`src/hw/srb_defs.svh`:
```
`ifndef SRB_DEFS_SVH
`define SRB_DEFS_SVH

// ==========================================================
// Register offsets.
`define SRB_ADDR_CTRL 8'h00
`define SRB_ADDR_TXD 8'h04
`define SRB_ADDR_RXD 8'h08
`define SRB_ADDR_RATE 8'h0C

// ==========================================================
// Control word fields.
`define SRB_CW_LEN_MSB 3
`define SRB_CW_ODD 7
`define SRB_CW_PAR 8
`define SRB_CW_TX 13
`define SRB_CW_DTR 14
`define SRB_CTRL_RST 16'h0000

// ==========================================================
// Data word fields.
`define SRB_DW_CHR_MSB 7
`define SRB_DW_ERR 9
`define SRB_DW_SEC 10
`define SRB_DW_CAR 11
`define SRB_DW_DSR 12
`define SRB_DW_BUSY 13
`define SRB_DW_SRX 14
`define SRB_DW_RDY 15

// ==========================================================
// Rate status fields.
`define SRB_RT_RANGE 8
`define SRB_RT_BAD 9
`define SRB_RT_FACT 10
`define SRB_RT_CNT_LSB 16

// ==========================================================
// Bit-rate chain.
`define SRB_OSC_PPS 423000
`define SRB_PCLK_HZ 25000000
`define SRB_PRE_A_LIM 6'h07
`define SRB_PRE_B_LIM 6'h3F
`define SRB_SCL_TOP 8'hFF
`define SRB_HI_NIB 4'hF
`define SRB_LEN_BASE 5'h10
`define SRB_FACT_PRESET 8'hD4

`endif

```
`src/hw/srb_pkg.sv`:
```
package srb_pkg;
	typedef logic [15:0] srb_word_t;
	typedef logic [7:0] srb_char_t;
	typedef enum logic {
		SRB_DIV8 = 1'b0,
		SRB_DIV64 = 1'b1
	} srb_range_e;
endpackage

```
`src/hw/srb_top.sv`:
```
// Behaviour
// RQ1 - Eight-bit scaler preset from straps; grounded strap is 0, open is 1.
// RQ2 - Scaler of 256 counts, fed by 423,000 pps oscillator via prescaler.
// RQ3 - Range strap picks prescale of 8 or of 64.
// RQ4 - Divide by 8 spans 207-3,110 bps; by 64 spans 26-388 bps.
// RQ5 - Preset needs a zero among its four top bits.
// RQ6 - Rate must match remote terminal within half a percent.
// RQ7 - Factory setting gives 1200 bps; other rates need strap changes.
// RQ8 - Host writes control words to choose mode and parity.
// RQ9 - Control word low nibble holds two's complement of character length.
// RQ10 - Data word low byte is the character, upper byte control and status.
// RQ11 - Upper byte means different things on output and input.
// RQ12 - Control bit 13 selects transmit when 1, receive when 0.
// RQ13 - Control bit 8 enables parity; bit 7 picks odd when set.
// RQ14 - Length counts parity, not start and stop bits.
// RQ15 - At terminal count scaler reloads preset and emits one tick.
`timescale 1ns/10ps
`include "srb_defs.svh"
module srb_top #(
	parameter int OSC_PPS = `SRB_OSC_PPS,
	parameter int PCLK_HZ = `SRB_PCLK_HZ
) (
	// APB slave.
	input wire logic pclk,
	input wire logic presetn,
	input wire logic ce,
	input wire logic psel,
	input wire logic penable,
	input wire logic pwrite,
	input wire logic [7:0] paddr,
	input wire logic [31:0] pwdata,
	output logic [31:0] prdata,
	output logic pready,
	output logic pslverr,
	// Rate straps.
	input wire logic [7:0] rate_preset_strap,
	input wire srb_pkg::srb_range_e rate_range_strap,
	// Serial shifter control.
	output logic bit_tick,
	output logic ser_tx_mode,
	output logic ser_parity_en,
	output logic ser_parity_odd,
	output logic ser_dtr,
	output logic [3:0] ser_char_bits,
	input wire logic ser_busy,
	// Transmit stream.
	output logic tx_valid,
	input wire logic tx_ready,
	output srb_pkg::srb_char_t tx_char,
	output logic tx_sec_send,
	// Receive stream.
	input wire logic rx_valid,
	output logic rx_ready,
	input wire srb_pkg::srb_char_t rx_char,
	input wire logic rx_parity_err,
	// Line status.
	input wire logic ln_ring,
	input wire logic ln_carrier,
	input wire logic ln_dsr,
	input wire logic ln_sec_recv
);
	import srb_pkg::*;

	// ==========================================================
	// Bus decode.
	wire setup = psel && !penable;
	wire acc = psel && penable;
	wire hit_ctrl = (paddr == `SRB_ADDR_CTRL);
	wire hit_txd = (paddr == `SRB_ADDR_TXD);
	wire hit_rxd = (paddr == `SRB_ADDR_RXD);
	wire hit_rate = (paddr == `SRB_ADDR_RATE);
	wire hit_any = hit_ctrl || hit_txd || hit_rxd || hit_rate;
	wire txf_in_ready;
	wire txd_stall = hit_txd && pwrite && !txf_in_ready;
	wire done = ce && acc && pready;
	wire wr_ctrl = done && pwrite && hit_ctrl;
	wire wr_txd = done && pwrite && hit_txd;
	logic rd_full_ff;
	// RQ11 clear only a character that the read showed.
	wire rd_rxd = done && !pwrite && hit_rxd && rd_full_ff;

	assign pready = ce && !txd_stall;
	assign pslverr = acc && !hit_any;

	// ==========================================================
	// Control word register.
	srb_word_t ctrl_ff;
	srb_word_t nxt_ctrl;

	// RQ9 length decode.
	function automatic logic [3:0] data_bits(input srb_word_t cw);
		logic [4:0] len;
		len = 5'(`SRB_LEN_BASE - {1'b0, cw[`SRB_CW_LEN_MSB:0]});
		data_bits = 4'(len - {4'h0, cw[`SRB_CW_PAR]});
	endfunction

	assign nxt_ctrl = wr_ctrl ? pwdata[15:0] : ctrl_ff;

	always_ff @(posedge pclk or negedge presetn) begin
		if (!presetn) begin
			ctrl_ff <= `SRB_CTRL_RST;
		end else begin
			ctrl_ff <= nxt_ctrl;
		end
	end

	// RQ12 direction select.
	assign ser_tx_mode = ctrl_ff[`SRB_CW_TX];
	// RQ13 parity select.
	assign ser_parity_en = ctrl_ff[`SRB_CW_PAR];
	assign ser_parity_odd = ctrl_ff[`SRB_CW_ODD];
	assign ser_dtr = ctrl_ff[`SRB_CW_DTR];
	// RQ14 parity inside length.
	assign ser_char_bits = data_bits(ctrl_ff);

	// ==========================================================
	// Transmit path.
	wire [8:0] txf_out;
	wire txf_out_valid;

	// RQ10 output word split.
	wire [8:0] txf_in = {pwdata[`SRB_DW_SEC], pwdata[`SRB_DW_CHR_MSB:0]};

	srb_fifo2 #(
		.W(9),
		.DEPTH(2)
	) u_txf (
		.pclk(pclk),
		.presetn(presetn),
		.ce(ce),
		.in_valid(wr_txd),
		.in_ready(txf_in_ready),
		.in_data(txf_in),
		.out_valid(txf_out_valid),
		.out_ready(tx_ready),
		.out_data(txf_out)
	);

	assign tx_valid = txf_out_valid;
	assign tx_char = txf_out[7:0];
	assign tx_sec_send = txf_out[8];

	// ==========================================================
	// Receive holding register.
	logic rx_full_ff;
	srb_char_t rx_chr_ff;
	logic rx_err_ff;
	wire rx_take = ce && rx_valid && rx_ready;

	assign rx_ready = !rx_full_ff;

	always_ff @(posedge pclk or negedge presetn) begin
		if (!presetn) begin
			rx_full_ff <= 1'b0;
			rx_chr_ff <= '0;
			rx_err_ff <= 1'b0;
		end else if (rx_take) begin
			rx_full_ff <= 1'b1;
			rx_chr_ff <= rx_char;
			rx_err_ff <= rx_parity_err;
		end else if (rd_rxd) begin
			rx_full_ff <= 1'b0;
		end
	end

	// RQ11 input word status byte.
	wire rdy_bit = ser_tx_mode ? txf_in_ready : rx_full_ff;
	wire [15:0] rx_word = {rdy_bit, ln_sec_recv, ser_busy, ln_dsr,
		ln_carrier, ln_ring, rx_err_ff, 1'b0, rx_chr_ff};

	// ==========================================================
	// Bit-rate chain.
	logic [24:0] osc_acc_ff;
	logic [5:0] pre_cnt_ff;
	logic [7:0] scl_cnt_ff;
	logic scl_first_ff;
	logic tick_ff;
	wire [25:0] osc_sum = {1'b0, osc_acc_ff} + 26'(OSC_PPS);
	wire osc_pulse = (osc_sum >= 26'(PCLK_HZ));
	wire [24:0] nxt_osc_acc = osc_pulse ? 25'(osc_sum - 26'(PCLK_HZ))
		: osc_sum[24:0];

	// RQ3 prescale limit.
	wire [5:0] pre_lim = (rate_range_strap == SRB_DIV64) ?
		`SRB_PRE_B_LIM : `SRB_PRE_A_LIM;
	// RQ4 range from prescale.
	wire pre_tick = osc_pulse && (pre_cnt_ff == pre_lim);
	wire [5:0] nxt_pre_cnt = !osc_pulse ? pre_cnt_ff :
		(pre_tick ? 6'h00 : 6'(pre_cnt_ff + 1'b1));
	// RQ2 scaler terminal count.
	wire scl_term = pre_tick && (scl_cnt_ff == `SRB_SCL_TOP);
	// RQ1 strap preset reload.
	wire [7:0] nxt_scl_cnt = (scl_first_ff || scl_term) ?
		rate_preset_strap :
		(pre_tick ? 8'(scl_cnt_ff + 1'b1) : scl_cnt_ff);
	// RQ5 preset sanity flag.
	wire preset_bad = (rate_preset_strap[7:4] == `SRB_HI_NIB);
	// RQ7 factory rate flag.
	wire rate_factory = (rate_preset_strap == `SRB_FACT_PRESET) &&
		(rate_range_strap == SRB_DIV8);

	always_ff @(posedge pclk or negedge presetn) begin
		if (!presetn) begin
			osc_acc_ff <= '0;
			pre_cnt_ff <= '0;
			scl_cnt_ff <= '0;
			scl_first_ff <= 1'b1;
			tick_ff <= 1'b0;
		end else if (ce) begin
			osc_acc_ff <= nxt_osc_acc;
			pre_cnt_ff <= nxt_pre_cnt;
			scl_cnt_ff <= nxt_scl_cnt;
			scl_first_ff <= 1'b0;
			// RQ15 reload tick.
			tick_ff <= scl_term && !scl_first_ff;
		end
	end

	assign bit_tick = tick_ff;

	// ==========================================================
	// Read data.
	logic [31:0] prdata_ff;
	wire [31:0] rate_word = {8'h00, scl_cnt_ff, 5'h00, rate_factory,
		preset_bad, rate_range_strap, rate_preset_strap};
	wire [31:0] nxt_prdata = hit_ctrl ? {16'h0000, ctrl_ff} :
		hit_rxd ? {16'h0000, rx_word} :
		hit_rate ? rate_word : 32'h0000_0000;

	always_ff @(posedge pclk or negedge presetn) begin
		if (!presetn) begin
			prdata_ff <= '0;
			rd_full_ff <= 1'b0;
		end else if (ce && setup && !pwrite) begin
			prdata_ff <= nxt_prdata;
			rd_full_ff <= hit_rxd && rx_full_ff;
		end
	end

	assign prdata = prdata_ff;
endmodule

```
`src/hw/srb_fifo2.sv`:
```
`timescale 1ns/10ps
`include "srb_defs.svh"
module srb_fifo2 #(
	parameter int W = 9,
	parameter int DEPTH = 2
) (
	// Clock and reset.
	input wire logic pclk,
	input wire logic presetn,
	input wire logic ce,
	// Fill side.
	input wire logic in_valid,
	output logic in_ready,
	input wire logic [W-1:0] in_data,
	// Drain side.
	output logic out_valid,
	input wire logic out_ready,
	output logic [W-1:0] out_data
);
	localparam int PW = (DEPTH > 1) ? $clog2(DEPTH) : 1;
	localparam int CW = $clog2(DEPTH + 1);

	logic [W-1:0] mem_ff [DEPTH];
	logic [PW-1:0] wr_ff;
	logic [PW-1:0] rd_ff;
	logic [CW-1:0] cnt_ff;
	wire push = ce && in_valid && in_ready;
	wire pop = ce && out_valid && out_ready;

	function automatic logic [PW-1:0] ptr_inc(input logic [PW-1:0] p);
		ptr_inc = (p == PW'(DEPTH - 1)) ? '0 : PW'(p + 1'b1);
	endfunction

	assign in_ready = (cnt_ff != CW'(DEPTH));
	assign out_valid = (cnt_ff != '0);
	assign out_data = mem_ff[rd_ff];

	// ==========================================================
	// Storage and pointers.
	always_ff @(posedge pclk or negedge presetn) begin
		if (!presetn) begin
			wr_ff <= '0;
			rd_ff <= '0;
			cnt_ff <= '0;
			for (int i = 0; i < DEPTH; i++) begin
				mem_ff[i] <= '0;
			end
		end else begin
			if (push) begin
				mem_ff[wr_ff] <= in_data;
				wr_ff <= ptr_inc(wr_ff);
			end
			if (pop) begin
				rd_ff <= ptr_inc(rd_ff);
			end
			if (push && !pop) begin
				cnt_ff <= CW'(cnt_ff + 1'b1);
			end else if (pop && !push) begin
				cnt_ff <= CW'(cnt_ff - 1'b1);
			end
		end
	end
endmodule

```
`config.mk`:
```
export PLATFORM = sky130hd
export DESIGN_NAME = srb_top
export DESIGN_NICKNAME = d
export VERILOG_FILES = /design/src/hw/srb_pkg.sv /design/src/hw/srb_top.sv /design/src/hw/srb_fifo2.sv
export VERILOG_INCLUDE_DIRS = /design/src /design/src/hw
export SDC_FILE = /design/constraint.sdc
export NUM_CORES = 1
export LEC_CHECK = 0
export BUFFER_PORTS_ARGS = -buffer_cell sky130_fd_sc_hd__clkbuf_2
export CORE_MARGIN = 8
export CORE_UTILIZATION = 30
export DETAILED_ROUTE_END_ITERATION = 10
export PLACE_DENSITY = 0.6
export SLEW_MARGIN = 20
export SYNTH_ARGS = -nofsm -noshare
export SYNTH_HDL_FRONTEND = slang
export SYNTH_SLANG_ARGS = --single-unit
```
`constraint.sdc`:
```
create_clock -name pclk -period 6.5 [get_ports pclk]
set_input_delay 0.65 -clock pclk [delete_from_list [all_inputs] [get_ports pclk]]
set_output_delay 0.65 -clock pclk [all_outputs]
set_load 0.03 [all_outputs]
```
==> flow_summary.json <==
{
  "cts_buffers": 9,
  "fmax_mhz": 225,
  "finClkSkew_ns": 0.00585,
  "grt_use_total": 0.124,
  "fin_util": 0.351,
  "dr.pass1.iters": 6,
  "met1_usage": 0.163,
  "ys_types": 74,
  "worst_pin_slew_ns": 1.04,
  "dieArea_mm2": 0.0261,
  "ios": 125,
  "cts_resized": 0,
  "first_global_vias": 4817,
  "ys_warn_count": 0,
  "use_met3": 0.0275,
  "path_class": "reg -> reg",
  "ys_ff_latch": 111,
  "gp_congestion": 0.779,
  "arrival_ns": 4.69,
  "antenna_found_initial": 2,
  "tns_ns": 0,
  "area_growth_pct": 15.7,
  "grt_max_degree": 62,
  "pre_cts_slack_ns": 2.11,
  "ctsRootBufferMaster": "clkbuf_16",
  "seqCellArea_mm2": 0.00278,
  "synthCells": 630,
  "htreeDepth": 3,
  "portBuffers": 100,
  "row_count": 53,
  "fin_cells": 993,
  "power_density_mw_per_mm2": 338,
  "use_met2": 0.200,
  "multi_input_area_mm2": 0.00331,
  "start_util": 0.304,
  "path_clk_slew_ns": 0.08,
  "cp.required_ns": 6.74,
  "clkLatencyLatePin_ns": 0.35,
  "finalCriticalPeriod_ns": 4.45,
  "drtIter0Drc": 321,
  "nets": 793,
  "synth_area_mm2": 0.00636,
  "r2r_start": "osc_acc_ff[3]",
  "clock_sinks": 111,
  "coreArea_mm2": 0.0210,
  "drv_slew": 0,
  "diodes": 0,
  "drv_cap": 0,
  "wl_per_cell_um": 16.5,
  "syn_area_per_cell_um2": 10.1,
  "die_width_um": 162,
  "async_flop_share": 1.00,
  "synth_ff_type": "dfrtp_1",
  "routed_via_density": 5.08,
  "hold_path_class": "in -> async",
  "setup_violations": 0,
  "max-vdd-ir-drop_mv": 0.177,
  "rr_worst_depth": 15,
  "dp.cells": 977,
  "ant_nets": 0,
  "crit_path_start_kind": "flop",
  "leakagePower_nw": 3.35,
  "fillers": 2148,
  "status": "finished, final reports clean",
  "synth_edf_count": 0,
  "critPathCaptureType": "flop",
  "setup_ws_ns": 2.05,
  "layout_commonest_cell": "dfrtp_1",
  "relSlewSlack": 0.309,
  "path_max_fanout": 24,
  "drive_above_1_share": 0.288,
  "overflow": 0,
  "die_y_um": 162,
  "fin_crit_sh": 0.685,
  "hold_viol": 0,
  "worstSetupStartpoint": "osc_acc_ff[3]",
  "drc": 0,
  "grt_pass1_wl_um": 26400,
  "cts_setup_buffers": 0,
  "rsz0062_at_grt": "no",
  "final_cell_mix": "dfrtp_1 (110), clkbuf_2 (99), mux2_2 (59)",
  "cts_hold_buffers": 0,
  "dpl.hpwl_um": 12100,
  "clockBufferDepth": 2,
  "ys_seq_area_frac": 0.437,
  "cts_tree": "done",
  "dr_total_vias": 5041,
  "top_usage_layer": "met2",
  "wirelength_um": 16400
}
## state kept, by name (all words and copies together), names as in the netlist
name and flops:
prdata 24, rd_full_ff 1, pre_cnt_ff 6, bit_tick 1, u_txf.rd_ff 1, scl_cnt_ff 8
u_txf.wr_ff 1, ctrl_ff 16, rx_full_ff 1, rx_err_ff 1, scl_first_ff 1, rx_chr_ff 8
u_txf.cnt_ff 2, u_txf.mem_ff 18, osc_acc_ff 22
## area by class of cell
cell class | count | area share
Multi-Input combinational cell | 462 | 0.450
Sequential cell | 111 | 0.378
Timing Repair Buffer | 104 | 0.0724
Tap cell | 275 | 0.0467
Clock buffer | 9 | 0.0306
Inverter | 25 | 0.0127
Clock inverter | 7 | 0.0104
## critical path: stages (launching register included)
cell and delay (ns):
dfrtp_1 0.46, inv_1 0.09, ha_1 0.24, nor2b_4 0.07, nor2_1 0.28, xor2_1 0.31, ha_1 0.28, nand2_1 0.07
a211o_1 0.28, a2bb2o_1 0.37, a31oi_1 0.24, o311ai_2 0.15, and3_1 0.54, a31oi_4 0.39, mux2_1 0.35, o22a_1 0.20
## power by group
| part | total [W] | internal, W | switching, W | leakage, nW |
|---|---|---|---|---|
| Combinational | 0.000920 | 0.000400 | 0.000520 | 1.76 |
| Clock | 0.000562 | 0.000275 | 0.000287 | 0.149 |
| Sequential | 0.00101 | 0.000808 | 0.000200 | 1.44 |
## layer usage
layer	vias to the layer above	wire, µm
met3	20	663
met2	82	7870
li1	2448	-
met4	4	284
met1	2487	7570
met5	-	23
## kinds of logic (layout without fill, tap and decap cells)
family,count (synthesis),after routing,share of synthesized area
XOR/XNOR,34,34,0.0468
buffers and inverters,64,145,0.0484
adder cells (fa/ha/maj),9,9,0.0177
AO/OA/AOI/OAI,149,149,0.172
AND/OR/NAND/NOR,189,189,0.151
multiplexers,73,73,0.127
other,1,8,0.000589
flip-flops,111,111,0.437
## worst paths after layout
kind	to	slack, ns
worst min register to register	prdata[8]	0.48
worst max register to register	scl_cnt_ff[3]	2.05
max in group asynchronous	prdata[11]	4.93
worst min-delay path	osc_acc_ff[10]	0.32
worst max-delay path	scl_cnt_ff[3]	2.05
min in group pclk	prdata[8]	0.48
## cells in the mapped netlist (3+ instances only)
cell type    n  area share
ha_1         9       0.018
mux2_2      59        0.10
a22o_1      10       0.014
o21ai_2      5      0.0069
a22oi_1     10       0.012
o22a_1       3      0.0041
buf_4        9       0.011
buf_2        9      0.0071
and3_1       7      0.0069
a31oi_1      5      0.0049
o211ai_1    11       0.013
o21ai_0     32       0.025
nor2b_1      7      0.0069
inv_1       24       0.014
o2111ai_1    4      0.0055
xnor2_1     23       0.032
or3_1        6      0.0059
nor2_1      29       0.017
or2_2        3      0.0029
dfrtp_1    110        0.43
and2_1       3      0.0029
o21ai_1      3      0.0024
xor2_1      11       0.015
nor3_1       7      0.0055
nand3_1     32       0.025
o31ai_1     11       0.013
nor4_1       6      0.0059
o22ai_1      4      0.0039
nand2_1     57       0.034
nand4_1     11       0.011
a21o_1       4      0.0047
or4_1        3      0.0035
mux2i_1     12       0.019
a21oi_1     21       0.017
buf_6        3      0.0053
nand2b_1     5      0.0049
clkbuf_1    16      0.0094
## through the flow
step | total power (W) | hold slack [ns] | cell area (µm²)
floorplan | 0.00175 | 0.354 | 6390
global placement | 0.00193 | 0.462 | 7060
detailed placement | 0.00194 | 0.469 | 7060
CTS | 0.00251 | 0.328 | 7360
global route | 0.00267 | 0.366 | 7360
finish | 0.00249 | 0.317 | 7360
(Power assumes the default switching activity.)
